## src/design/audio_port_pkg.sv

```systemverilog
`default_nettype none
package audio_port_pkg;

  // ----------------------------------------------------------------
  // Setup word layout
  // ----------------------------------------------------------------
  localparam int                 SETUP_W       = 24;
  localparam logic [SETUP_W-1:0] SETUP_RESET   = 24'h000000;
  localparam int                 F_FRAME_IIS   = 11;
  localparam int                 F_FRAME_POL   = 10;
  localparam int                 F_EDGE_RISE   = 9;
  localparam int                 F_IN_ORDER    = 8;
  localparam int                 F_IN_TRUNC    = 7;
  localparam int                 F_IN_LEN      = 5;
  localparam int                 F_OUT_ORDER   = 4;
  localparam int                 F_OUT_TRUNC   = 3;
  localparam int                 F_OUT_LEN     = 1;

  // ----------------------------------------------------------------
  // Word lengths and slot widths
  // ----------------------------------------------------------------
  localparam int         SAMPLE_W = 24;
  localparam logic [1:0] LEN_16   = 2'h0;
  localparam logic [1:0] LEN_18   = 2'h1;
  localparam logic [1:0] LEN_20   = 2'h2;
  localparam logic [5:0] WORD_16  = 6'h10;
  localparam logic [5:0] WORD_18  = 6'h12;
  localparam logic [5:0] WORD_20  = 6'h14;
  localparam logic [5:0] WORD_24  = 6'h18;
  localparam logic [5:0] SLOT_24  = 6'h18;
  localparam logic [5:0] SLOT_32  = 6'h20;
  localparam logic [5:0] CNT_MAX  = 6'h3f;

  // ----------------------------------------------------------------
  // Timing
  // ----------------------------------------------------------------
  localparam int         CLK_SYS_HZ     = 250_000_000;
  localparam int         FS_HZ          = 44_100;
  localparam int         MCLK_PER_FS    = 768;
  localparam int         BCK_PER_FS     = 64;
  localparam int         MCLK_PER_BCK   = MCLK_PER_FS / BCK_PER_FS;
  localparam int         BCK_HZ         = MCLK_PER_FS * FS_HZ / MCLK_PER_BCK;
  localparam int         BCK_HALF_CYC   = CLK_SYS_HZ / (BCK_HZ * 2);
  localparam int         DIV_W          = 8;
  localparam logic [4:0] HALF_FRAME_M1  = 5'h1f;
  localparam logic [1:0] WIN_RISE_COUNT = 2'h2;

  typedef struct packed {
    logic [SAMPLE_W-1:0] left;
    logic [SAMPLE_W-1:0] right;
  } sample_pair_s;

  typedef struct packed {
    logic       lsb_first;
    logic       rear_trunc;
    logic [1:0] len;
  } dir_fmt_s;

  typedef struct packed {
    logic mss;
    logic s24;
    logic win_n;
    logic rst_n;
    logic bclk;
    logic frame_clock;
    logic sdin;
  } pins_s;

  function automatic logic [5:0] word_bits(input logic [1:0] len);
    case (len)
      LEN_16:  word_bits = WORD_16;
      LEN_18:  word_bits = WORD_18;
      LEN_20:  word_bits = WORD_20;
      default: word_bits = WORD_24;
    endcase
  endfunction

endpackage
`default_nettype wire

```

## src/design/audio_serial_port.sv

```systemverilog
`timescale 1ns/10ps
`default_nettype none
module audio_serial_port
  import audio_port_pkg::*;
#(
  parameter int BCK_HALF   = audio_port_pkg::BCK_HALF_CYC,
  parameter int FIFO_DEPTH = 32
) (
  // Clock and reset
  input  wire logic                               clk_sys,
  input  wire logic                               rstn,
  // Mode and control pins
  input  wire logic                               master_slave_select,
  input  wire logic                               slot_width_select,
  input  wire logic                               sync_window_n,
  input  wire logic                               system_reset_n,
  // Bit clock pin
  input  wire logic                               bit_clock_i,
  output logic                                    bit_clock_o,
  output logic                                    bit_clock_oe_n,
  // Frame clock pin
  input  wire logic                               frame_clock_i,
  output logic                                    frame_clock_o,
  output logic                                    frame_clock_oe_n,
  // Serial data pins
  input  wire logic                               serial_audio_in,
  output logic                                    serial_audio_out,
  // Setup word load
  input  wire logic [audio_port_pkg::SETUP_W-1:0] setup_word,
  input  wire logic                               setup_load,
  // Samples to send
  input  wire logic                               tx_valid,
  input  wire audio_port_pkg::sample_pair_s       tx_pair,
  output logic                                    tx_ready,
  // Samples received
  output logic                                    rx_valid,
  output audio_port_pkg::sample_pair_s            rx_pair,
  // Status
  output logic                                    frame_locked,
  output logic                                    setup_valid
);
  import audio_port_pkg::*;

  // ----------------------------------------------------------------
  // Slot helpers
  // ----------------------------------------------------------------
  // Returns {bit belongs to previous channel, bit position in slot}.
  function automatic logic [6:0] slot_pos(input logic [5:0] cnt, input logic iis,
                                          input logic [5:0] slot);
    if (!iis)
      slot_pos = {1'b0, cnt};
    else if (cnt == 6'h00)
      slot_pos = {1'b1, 6'(slot - 6'h01)};
    else
      slot_pos = {1'b0, 6'(cnt - 6'h01)};
  endfunction

  // Returns {bit carries data, index into the left-justified sample}.
  function automatic logic [5:0] bit_map(input logic [5:0] pos, input dir_fmt_s f,
                                         input logic [5:0] slot);
    logic [5:0] w;
    logic [5:0] off;
    logic [5:0] p;
    w   = word_bits(f.len);
    off = (f.rear_trunc && !(slot == SLOT_24 && w == WORD_24)) ? 6'(slot - w) : 6'h00;
    p   = 6'(pos - off);
    bit_map = 6'h00;
    if (pos >= off && p < w)
      bit_map = {1'b1, f.lsb_first ? 5'(WORD_24 - w + p) : 5'(WORD_24 - 6'h01 - p)};
  endfunction

  // ----------------------------------------------------------------
  // Pin synchronisers
  // ----------------------------------------------------------------
  pins_s meta_ff;
  pins_s pin_ff;

  always_ff @(posedge clk_sys or negedge rstn)
  begin
    if (!rstn)
    begin
      meta_ff <= '{mss: 1'b1, s24: 1'b1, win_n: 1'b1, rst_n: 1'b0, default: 1'b0};
      pin_ff  <= '{mss: 1'b1, s24: 1'b1, win_n: 1'b1, rst_n: 1'b0, default: 1'b0};
    end
    else
    begin
      meta_ff <= '{mss: master_slave_select, s24: slot_width_select,
                   win_n: sync_window_n, rst_n: system_reset_n, bclk: bit_clock_i,
                   frame_clock: frame_clock_i, sdin: serial_audio_in};
      pin_ff  <= meta_ff;
    end
  end

  logic       master;
  logic       port_rst;
  logic [5:0] slot;

  assign master   = ~pin_ff.mss;
  assign port_rst = ~pin_ff.rst_n;
  assign slot     = (master | pin_ff.s24) ? SLOT_32 : SLOT_24;

  // ----------------------------------------------------------------
  // Setup register
  // ----------------------------------------------------------------
  logic [SETUP_W-1:0] setup_ff;
  logic [SETUP_W-1:0] nxt_setup;
  logic               setup_valid_ff;
  logic               nxt_setup_valid;
  dir_fmt_s           in_fmt;
  dir_fmt_s           out_fmt;
  logic               iis;
  logic               left_low;
  logic               edge_rise;

  always_comb
  begin
    nxt_setup       = setup_ff;
    nxt_setup_valid = setup_valid_ff & ~port_rst;
    if (setup_load)
    begin
      nxt_setup       = setup_word;
      nxt_setup_valid = 1'b1;
    end
  end

  always_ff @(posedge clk_sys or negedge rstn)
  begin
    if (!rstn)
    begin
      setup_ff       <= SETUP_RESET;
      setup_valid_ff <= 1'b0;
    end
    else
    begin
      setup_ff       <= nxt_setup;
      setup_valid_ff <= nxt_setup_valid;
    end
  end

  assign iis       = setup_ff[F_FRAME_IIS];
  assign left_low  = setup_ff[F_FRAME_POL];
  assign edge_rise = setup_ff[F_EDGE_RISE];
  assign in_fmt    = {setup_ff[F_IN_ORDER], setup_ff[F_IN_TRUNC],
                      setup_ff[F_IN_LEN+1:F_IN_LEN]};
  assign out_fmt   = {setup_ff[F_OUT_ORDER], setup_ff[F_OUT_TRUNC],
                      setup_ff[F_OUT_LEN+1:F_OUT_LEN]};

  // ----------------------------------------------------------------
  // Master clock generation
  // ----------------------------------------------------------------
  logic [DIV_W-1:0] div_ff;
  logic [DIV_W-1:0] nxt_div;
  logic             mbclk_ff;
  logic             nxt_mbclk;
  logic             mlrck_ff;
  logic             nxt_mlrck;
  logic [4:0]       mbit_ff;
  logic [4:0]       nxt_mbit;
  logic             force_sync;

  always_comb
  begin
    nxt_div   = DIV_W'(div_ff + 1'b1);
    nxt_mbclk = mbclk_ff;
    nxt_mlrck = mlrck_ff;
    nxt_mbit  = mbit_ff;
    if (port_rst || force_sync || !master)
    begin
      nxt_div   = '0;
      nxt_mbclk = ~edge_rise;
      nxt_mlrck = 1'b0;
      nxt_mbit  = '0;
    end
    else if (div_ff == DIV_W'(BCK_HALF - 1))
    begin
      nxt_div   = '0;
      nxt_mbclk = ~mbclk_ff;
      if (~mbclk_ff == edge_rise)
      begin
        nxt_mbit = 5'(mbit_ff + 1'b1);
        if (mbit_ff == HALF_FRAME_M1)
          nxt_mlrck = ~mlrck_ff;
      end
    end
  end

  always_ff @(posedge clk_sys or negedge rstn)
  begin
    if (!rstn)
    begin
      div_ff   <= '0;
      mbclk_ff <= 1'b0;
      mlrck_ff <= 1'b0;
      mbit_ff  <= '0;
    end
    else
    begin
      div_ff   <= nxt_div;
      mbclk_ff <= nxt_mbclk;
      mlrck_ff <= nxt_mlrck;
      mbit_ff  <= nxt_mbit;
    end
  end

  assign bit_clock_o      = mbclk_ff;
  assign frame_clock_o    = mlrck_ff;
  assign bit_clock_oe_n   = ~master;
  assign frame_clock_oe_n = ~master;

  // ----------------------------------------------------------------
  // Edge tracking, slot counter and forced synchronisation
  // ----------------------------------------------------------------
  logic       bclk;
  logic       frame_clock;
  logic       bclk_d_ff;
  logic       frame_clock_d_ff;
  logic       cap;
  logic       launch;
  logic       lr_chg;
  logic [5:0] cnt_ff;
  logic [5:0] nxt_cnt;
  logic       chan_ff;
  logic       nxt_chan;
  logic       prev_chan_ff;
  logic       nxt_prev_chan;
  logic       locked_ff;
  logic       nxt_locked;
  logic       win_arm_ff;
  logic       nxt_win_arm;
  logic [1:0] win_rise_ff;
  logic [1:0] nxt_win_rise;

  assign bclk   = master ? mbclk_ff : pin_ff.bclk;
  assign frame_clock   = master ? mlrck_ff : pin_ff.frame_clock;
  assign cap    = edge_rise ? (bclk_d_ff & ~bclk) : (bclk & ~bclk_d_ff);
  assign launch = edge_rise ? (bclk & ~bclk_d_ff) : (bclk_d_ff & ~bclk);
  assign lr_chg = frame_clock ^ frame_clock_d_ff;
  assign force_sync = win_arm_ff & frame_clock & ~frame_clock_d_ff
                    & (win_rise_ff == WIN_RISE_COUNT - 2'h1);

  always_comb
  begin
    nxt_cnt       = cnt_ff;
    nxt_chan      = chan_ff;
    nxt_prev_chan = prev_chan_ff;
    nxt_locked    = locked_ff;
    nxt_win_arm   = ~pin_ff.win_n;
    nxt_win_rise  = win_rise_ff;
    if (!win_arm_ff)
      nxt_win_rise = 2'h0;
    else if (frame_clock && !frame_clock_d_ff && win_rise_ff != WIN_RISE_COUNT)
      nxt_win_rise = 2'(win_rise_ff + 1'b1);
    if (port_rst)
    begin
      nxt_cnt      = 6'h00;
      nxt_locked   = 1'b0;
      nxt_win_arm  = 1'b0;
    end
    else if (lr_chg || force_sync)
    begin
      nxt_cnt       = 6'h00;
      nxt_prev_chan = chan_ff;
      nxt_chan      = frame_clock ^ left_low;
      nxt_locked    = 1'b1;
    end
    else if (cap && cnt_ff != CNT_MAX)
      nxt_cnt = 6'(cnt_ff + 1'b1);
  end

  always_ff @(posedge clk_sys or negedge rstn)
  begin
    if (!rstn)
    begin
      bclk_d_ff    <= 1'b0;
      frame_clock_d_ff    <= 1'b0;
      cnt_ff       <= 6'h00;
      chan_ff      <= 1'b1;
      prev_chan_ff <= 1'b0;
      locked_ff    <= 1'b0;
      win_arm_ff   <= 1'b0;
      win_rise_ff  <= 2'h0;
    end
    else
    begin
      bclk_d_ff    <= bclk;
      frame_clock_d_ff    <= frame_clock;
      cnt_ff       <= nxt_cnt;
      chan_ff      <= nxt_chan;
      prev_chan_ff <= nxt_prev_chan;
      locked_ff    <= nxt_locked;
      win_arm_ff   <= nxt_win_arm;
      win_rise_ff  <= nxt_win_rise;
    end
  end

  // ----------------------------------------------------------------
  // Sample path
  // ----------------------------------------------------------------
  sample_pair_s acc_ff;
  sample_pair_s nxt_acc;
  sample_pair_s rx_pair_ff;
  sample_pair_s nxt_rx_pair;
  logic         rx_valid_ff;
  logic         nxt_rx_valid;
  sample_pair_s tx_cur_ff;
  sample_pair_s nxt_tx_cur;
  sample_pair_s tx_prev_ff;
  sample_pair_s nxt_tx_prev;
  logic         dout_ff;
  logic         nxt_dout;
  logic         active;
  logic         fifo_rd_valid;
  logic         fifo_rd_ready;
  sample_pair_s fifo_rd_data;
  logic [6:0]   sp;
  logic [5:0]   in_map;
  logic [5:0]   out_map;
  logic         rx_left;
  logic         tx_left;
  logic [SAMPLE_W-1:0] tx_word;
  logic [5:0]   edge_map;
  logic [SAMPLE_W-1:0] edge_word;

  assign active        = locked_ff & setup_valid_ff & ~port_rst;
  assign fifo_rd_ready = active & lr_chg & (frame_clock ^ left_low);

  always_comb
  begin
    nxt_acc      = acc_ff;
    nxt_rx_pair  = rx_pair_ff;
    nxt_rx_valid = 1'b0;
    nxt_tx_cur   = tx_cur_ff;
    nxt_tx_prev  = tx_prev_ff;
    nxt_dout     = dout_ff;
    sp           = slot_pos(cnt_ff, iis, slot);
    rx_left      = sp[6] ? prev_chan_ff : chan_ff;
    in_map       = bit_map(sp[5:0], in_fmt, slot);
    out_map      = bit_map(sp[5:0], out_fmt, slot);
    tx_left      = rx_left;
    edge_map     = bit_map(6'h00, out_fmt, slot);
    edge_word    = tx_cur_ff.right;
    if (frame_clock ^ left_low)
      edge_word = fifo_rd_valid ? fifo_rd_data.left : '0;
    if (sp[6])
      tx_word = chan_ff ? tx_prev_ff.right : tx_cur_ff.left;
    else
      tx_word = tx_left ? tx_cur_ff.left : tx_cur_ff.right;
    if (cap && active)
    begin
      if (in_map[5] && rx_left)
        nxt_acc.left[in_map[4:0]] = pin_ff.sdin;
      else if (in_map[5])
        nxt_acc.right[in_map[4:0]] = pin_ff.sdin;
      if (!rx_left && sp[5:0] == 6'(slot - 6'h01))
      begin
        nxt_rx_pair  = nxt_acc;
        nxt_rx_valid = 1'b1;
        nxt_acc      = '0;
      end
    end
    if (fifo_rd_ready)
    begin
      nxt_tx_prev = tx_cur_ff;
      nxt_tx_cur  = fifo_rd_valid ? fifo_rd_data : '0;
    end
    if (launch || lr_chg)
      nxt_dout = active & out_map[5] & tx_word[out_map[4:0]];
    // In normal framing the first slot bit leaves on the frame edge itself, before the
    // slot counter has restarted, so it is taken from the new channel's word here.
    if (lr_chg && !iis)
      nxt_dout = active & edge_map[5] & edge_word[edge_map[4:0]];
    if (port_rst)
    begin
      nxt_acc    = '0;
      nxt_tx_cur = '0;
      nxt_dout   = 1'b0;
    end
  end

  always_ff @(posedge clk_sys or negedge rstn)
  begin
    if (!rstn)
    begin
      acc_ff      <= '0;
      rx_pair_ff  <= '0;
      rx_valid_ff <= 1'b0;
      tx_cur_ff   <= '0;
      tx_prev_ff  <= '0;
      dout_ff     <= 1'b0;
    end
    else
    begin
      acc_ff      <= nxt_acc;
      rx_pair_ff  <= nxt_rx_pair;
      rx_valid_ff <= nxt_rx_valid;
      tx_cur_ff   <= nxt_tx_cur;
      tx_prev_ff  <= nxt_tx_prev;
      dout_ff     <= nxt_dout;
    end
  end

  // Samples wait here until a left slot begins; a full buffer stalls the source.
  sample_fifo #(
    .WIDTH ($bits(sample_pair_s)),
    .DEPTH (FIFO_DEPTH)
  ) u_tx_fifo (
    .clk_sys  (clk_sys),
    .rstn     (rstn),
    .wr_valid (tx_valid),
    .wr_data  (tx_pair),
    .wr_ready (tx_ready),
    .rd_valid (fifo_rd_valid),
    .rd_data  (fifo_rd_data),
    .rd_ready (fifo_rd_ready)
  );

  assign serial_audio_out = dout_ff;
  assign rx_valid         = rx_valid_ff;
  assign rx_pair          = rx_pair_ff;
  assign frame_locked     = locked_ff;
  assign setup_valid      = setup_valid_ff;

endmodule // audio_serial_port
`default_nettype wire

```

## src/design/sample_fifo.sv

```systemverilog
`timescale 1ns/10ps
`default_nettype none
module sample_fifo #(
  parameter int WIDTH = 48,
  parameter int DEPTH = 32
) (
  // Clock and reset
  input  wire logic             clk_sys,
  input  wire logic             rstn,
  // Fill side
  input  wire logic             wr_valid,
  input  wire logic [WIDTH-1:0] wr_data,
  output logic                  wr_ready,
  // Drain side
  output logic                  rd_valid,
  output logic      [WIDTH-1:0] rd_data,
  input  wire logic             rd_ready
);
  localparam int AW = $clog2(DEPTH);

  logic [WIDTH-1:0] mem [DEPTH];
  logic [AW-1:0]    wp_ff;
  logic [AW-1:0]    rp_ff;
  logic [AW:0]      cnt_ff;
  logic [AW-1:0]    nxt_wp;
  logic [AW-1:0]    nxt_rp;
  logic [AW:0]      nxt_cnt;
  logic             push;
  logic             pop;

  assign wr_ready = cnt_ff != (AW+1)'(DEPTH);
  assign rd_valid = cnt_ff != '0;
  assign rd_data  = mem[rp_ff];
  assign push     = wr_valid & wr_ready;
  assign pop      = rd_valid & rd_ready;

  always_comb
  begin
    nxt_wp  = wp_ff;
    nxt_rp  = rp_ff;
    nxt_cnt = cnt_ff;
    if (push)
      nxt_wp = (wp_ff == AW'(DEPTH - 1)) ? '0 : AW'(wp_ff + 1'b1);
    if (pop)
      nxt_rp = (rp_ff == AW'(DEPTH - 1)) ? '0 : AW'(rp_ff + 1'b1);
    if (push && !pop)
      nxt_cnt = (AW+1)'(cnt_ff + 1'b1);
    else if (pop && !push)
      nxt_cnt = (AW+1)'(cnt_ff - 1'b1);
  end

  always_ff @(posedge clk_sys or negedge rstn)
  begin
    if (!rstn)
    begin
      wp_ff  <= '0;
      rp_ff  <= '0;
      cnt_ff <= '0;
    end
    else
    begin
      wp_ff  <= nxt_wp;
      rp_ff  <= nxt_rp;
      cnt_ff <= nxt_cnt;
    end
  end

  always_ff @(posedge clk_sys)
  begin
    if (push)
      mem[wp_ff] <= wr_data;
  end

endmodule // sample_fifo
`default_nettype wire

```

## config.mk

```make
export PLATFORM = sky130hd
export DESIGN_NAME = audio_serial_port
export DESIGN_NICKNAME = d
export VERILOG_FILES = /design/src/design/audio_port_pkg.sv /design/src/design/audio_serial_port.sv /design/src/design/sample_fifo.sv
export SDC_FILE = /design/constraint.sdc
export NUM_CORES = 2
export LEC_CHECK = 0
export BUFFER_PORTS_ARGS = -buffer_cell sky130_fd_sc_hd__buf_4
export CAP_MARGIN = 20
export CORE_UTILIZATION = 45
export CTS_CLUSTER_DIAMETER = 30
export DETAILED_ROUTE_END_ITERATION = 12
export PLACE_DENSITY = 0.71
export SLEW_MARGIN = 15
export SYNTH_ARGS = -nofsm -noshare
export SYNTH_HDL_FRONTEND = slang
export SYNTH_HIERARCHICAL = 1
export SYNTH_SLANG_ARGS = --single-unit
```

## constraint.sdc

```tcl
create_clock -name clk_sys -period 6.75 [get_ports clk_sys]
set_input_delay 1.6875 -clock clk_sys [delete_from_list [all_inputs] [get_ports clk_sys]]
set_output_delay 1.6875 -clock clk_sys [all_outputs]
set_load 0.01 [all_outputs]
```

==> results by group <==
Hold path
  • Worst Hold End: pin_ff[0]$_DFF_PN0_
  • Critical hold path startpoint: meta_ff[0]$_DFF_PN0_
  • Worst Hold Depth: 0
  • Min-delay worst type: reg2reg

Synth
  • Count of warnings emitted by yosys: 6
  • Synth unique cells: 91
  • Number of enable flip-flop cells after synthesis: 1,536
  • Async SR Flop Fraction: 0.136
  • Cell count after synthesis: roughly 4,400
  • Post-synth top flop: edfxtp_1
  • Synthesized cell area: 73,000 sq um
  • Syn Area/Cell: 16.6 sq um
  • Sequential fraction of the synthesis area: 0.715
  • Seq cells post-synth: between 1,500 and 2,000

Global route
  • First-pass GRT wire length: 282 mm
  • Initial antenna violation count: 14
  • GRT Total Usage: 0.235
  • Grt ovf: 0
  • Largest net degree at the start of global routing: 125
  • Vias in the first global route: 42,500

Critical path
  • Critical Path AT: 5.92 ns
  • R2R Path End: acc_ff[16]$_DFFE_PN0P_
  • Crit path kind: reg2reg
  • Critical Path RT: 7.45 ns
  • Critical Path Sink Type: flop
  • R2R Setup Slk: 1.53 ns
  • Maximum fanout along the worst path: 11
  • Reg2Reg Depth: 17
  • Worst R2R Start: pin_ff[5]$_DFF_PN1_
  • Startpoint types: flop

Clock network
  • Hold buffers post-CTS: 0
  • Clk buf depth: 4
  • H-tree levels: 5
  • CTS tree: yes
  • CTS Buf Count: 328
  • CTS resizes: 0
  • Insertion delay to the later sink of the worst-skew pair: approximately 0.92 ns
  • Clock root buffer: clkbuf_16
  • Clock Pin Slew Worst Setup and Hold Paths: 0.05 ns
  • Sink Count: about 1,800
  • Post-CTS setup buffers: 0

Detailed routing
  • Drt wl/cell: 27.3 microns
  • Initial detailed-routing violation count: 4,679
  • Detail Route Antenna Nets: 0
  • Final wirelength: approximately 190 mm
  • # DRC: 0
  • Routed vias/inst: roughly 6.0
  • DR vias: 42,800
  • DRT Pass-1 Iters: 8

Placed design
  • Placed Cells: 6,509
  • GPL Wtd Cong: 0.863
  • Port bufs: 126
  • Area post-placement: 76,800 sq um
  • Post-Place Worst Slack: 1.31 ns
  • DP HPWL: 103 mm

Power
  • Pwr Density: ~400 nW/um^2
  • Pwr Total: between 30 and 40 mW
  • VDD IR max: 0.000332 V
  • Leakage power: 30.1 nW

Timing
  • Final Setup Violations: 0
  • Endpoints failing hold: 0
  • Maximum clock frequency: 192 MHz
  • Setup_tns: 0 ns
  • Fin Hold WS: 0.343 ns
  • Unrepaired setup endpoints after global routing: false
  • Max-slew violation count: 0
  • Period minus WS final: ~5.2 ns
  • Clock Skews: 0.0810 ns
  • Final setup margin: 1.53 ns
  • Max-slew headroom: 0.183
  • Worst slew pin tran: 1.22 ns
  • Final period util: 0.773

Floorplanning
  • Core Area: 161,000 sq um
  • Boundary pin count: 140
  • Die width: 405 microns
  • Die area: 164,000 sq um
  • Initial core utilization: 0.454
  • Die Span Y: 405 microns
  • Rows: between 100 and 150

Cells and area
  • Design area: 87,800 sq um
  • Layout Nets: around 4,800
  • Fraction of layout cells with a size suffix above 1: 0.273
  • Finished Core Util: 0.546
  • Area Overhead vs Synth: 20.3%
  • Post-route insts no fill: 7,093

Run status
  • Status: finished clean

Flow run
  • Max-cap violations: 0
## cell usage after synthesis (104+ instances only)
cell / count / area (sq um)
edfxtp_1: 1536 / 46100
mux2_2: 305 / 3430
nand2_1: 276 / 1040
dfrtp_1: 234 / 5860
mux4_2: 196 / 4410
o21ai_0: 187 / 936
clkbuf_1: 179 / 672
a22o_1: 149 / 1310
a211oi_1: 115 / 863
nor2b_1: 110 / 688
nor3_1: 108 / 541
o22ai_1: 106 / 663
nor2_1: 104 / 390
## critical path, stage by stage, from the launching register on
cell and delay, ns:
dfstp_2 0.52, nand2b_1 0.36, clkinv_1 0.18, a21boi_0 0.45, and2_1 0.20, ha_1 0.19
fa_1 0.42, inv_1 0.11, ha_1 0.28, ha_1 0.30, a21o_1 0.19, a21o_1 0.17
a211oi_1 0.26, nor3_1 0.11, or2_2 0.45, nor3_1 0.60, a211o_1 0.22, o211ai_1 0.08
## sequential cells by signal (all words and copies together), names as in the netlist, 5 cells and up
signal and cells:
acc_ff 48, u_tx_fifo/mem 1536, div_ff 8, u_tx_fifo/wp_ff 5
mbit_ff 5, tx_prev_ff 24, u_tx_fifo/rp_ff 5, u_tx_fifo/cnt_ff 6
meta_ff 7, setup_ff 11, cnt_ff 6, tx_cur_ff 48
rx_pair 48, pin_ff 6
## worst max path at each step
stage	startpoint	to	cells after the start	slack, ns
floorplan	pin_ff[5]$_DFF_PN1_	acc_ff[33]$_DFFE_PN0P_	19	1.98
finish	pin_ff[5]$_DFF_PN1_	acc_ff[16]$_DFFE_PN0P_	17	1.53
global route	pin_ff[5]$_DFF_PN1_	acc_ff[25]$_DFFE_PN0P_	18	1.11
global placement	pin_ff[5]$_DFF_PN1_	rx_pair[21]$_DFFE_PN0P_	15	1.44
detailed placement	pin_ff[5]$_DFF_PN1_	rx_pair[22]$_DFFE_PN0P_	15	1.31
CTS	pin_ff[5]$_DFF_PN1_	rx_pair[5]$_DFFE_PN0P_	15	1.26
## layer usage
metal | wire, microns | track usage | vias up | share of wire
li1 | - | - | 18000 | -
met1 | 74100 | 0.307 | 21900 | 0.38
met2 | 92700 | 0.379 | 2316 | 0.48
met3 | 18700 | 0.0525 | 507 | 0.097
met4 | 7670 | 0.0974 | 14 | 0.040
met5 | 92 | 0 | - | 0.00048
## placed cells by master, fill, tap and decap left out, types with 24 or more instances in the layout
cell | synthesis | final
inv_1 | 75 | 75
mux4_2 | 196 | 196
a22o_1 | 149 | 149
clkinv_2 | 0 | 41
nor2b_1 | 110 | 109
clkinvlp_4 | 0 | 35
clkbuf_1 | 179 | 28
a211oi_1 | 115 | 115
buf_4 | 7 | 205
a21oi_1 | 32 | 32
edfxtp_1 | 1536 | 1536
xnor2_1 | 25 | 25
nand3_1 | 78 | 78
nor2_4 | 0 | 34
nand2_1 | 276 | 274
bufinv_16 | 0 | 41
clkbuf_16 | 0 | 335
o21ai_0 | 187 | 187
inv_6 | 0 | 34
dfrtp_1 | 234 | 232
clkinv_4 | 0 | 24
nor2_1 | 104 | 70
o22ai_1 | 106 | 106
mux2i_1 | 55 | 55
mux2_2 | 305 | 305
or4_1 | 54 | 54
nor3_1 | 108 | 107
ha_1 | 58 | 58
clkinv_1 | 4 | 33
## logic make-up (layout without fill, tap and decap cells)
group | after synthesis | in the layout | synth area share
simple gates | 867 | 867 | 0.0616
flops | 1777 | 1777 | 0.715
buf+inv | 349 | 885 | 0.0203
xor+xnor | 43 | 43 | 0.00537
other cells | 1 | 7 | 0.0000514
fa+ha+maj | 63 | 63 | 0.0113
compound gates | 731 | 731 | 0.0702
mux | 560 | 560 | 0.116
## where the power goes
part,switching [mW],internal [mW],total (mW)
Combinational,3.78,2.51,6.29
Sequential,0.334,12.6,12.9
Clock,5.47,10.7,16.2
Total,9.58,25.8,35.4
## area by class of cell
cell class	count	area, sq um
inverter	79	297
timing repair buffer	227	1980
clock inverter	206	2340
sequential	1777	52200
tap	2160	2700
fill	12200	73000
clock buffer	373	8630
multi-input combinational	2267	19600
antenna	4	10.0
(Power assumes the default switching activity.)
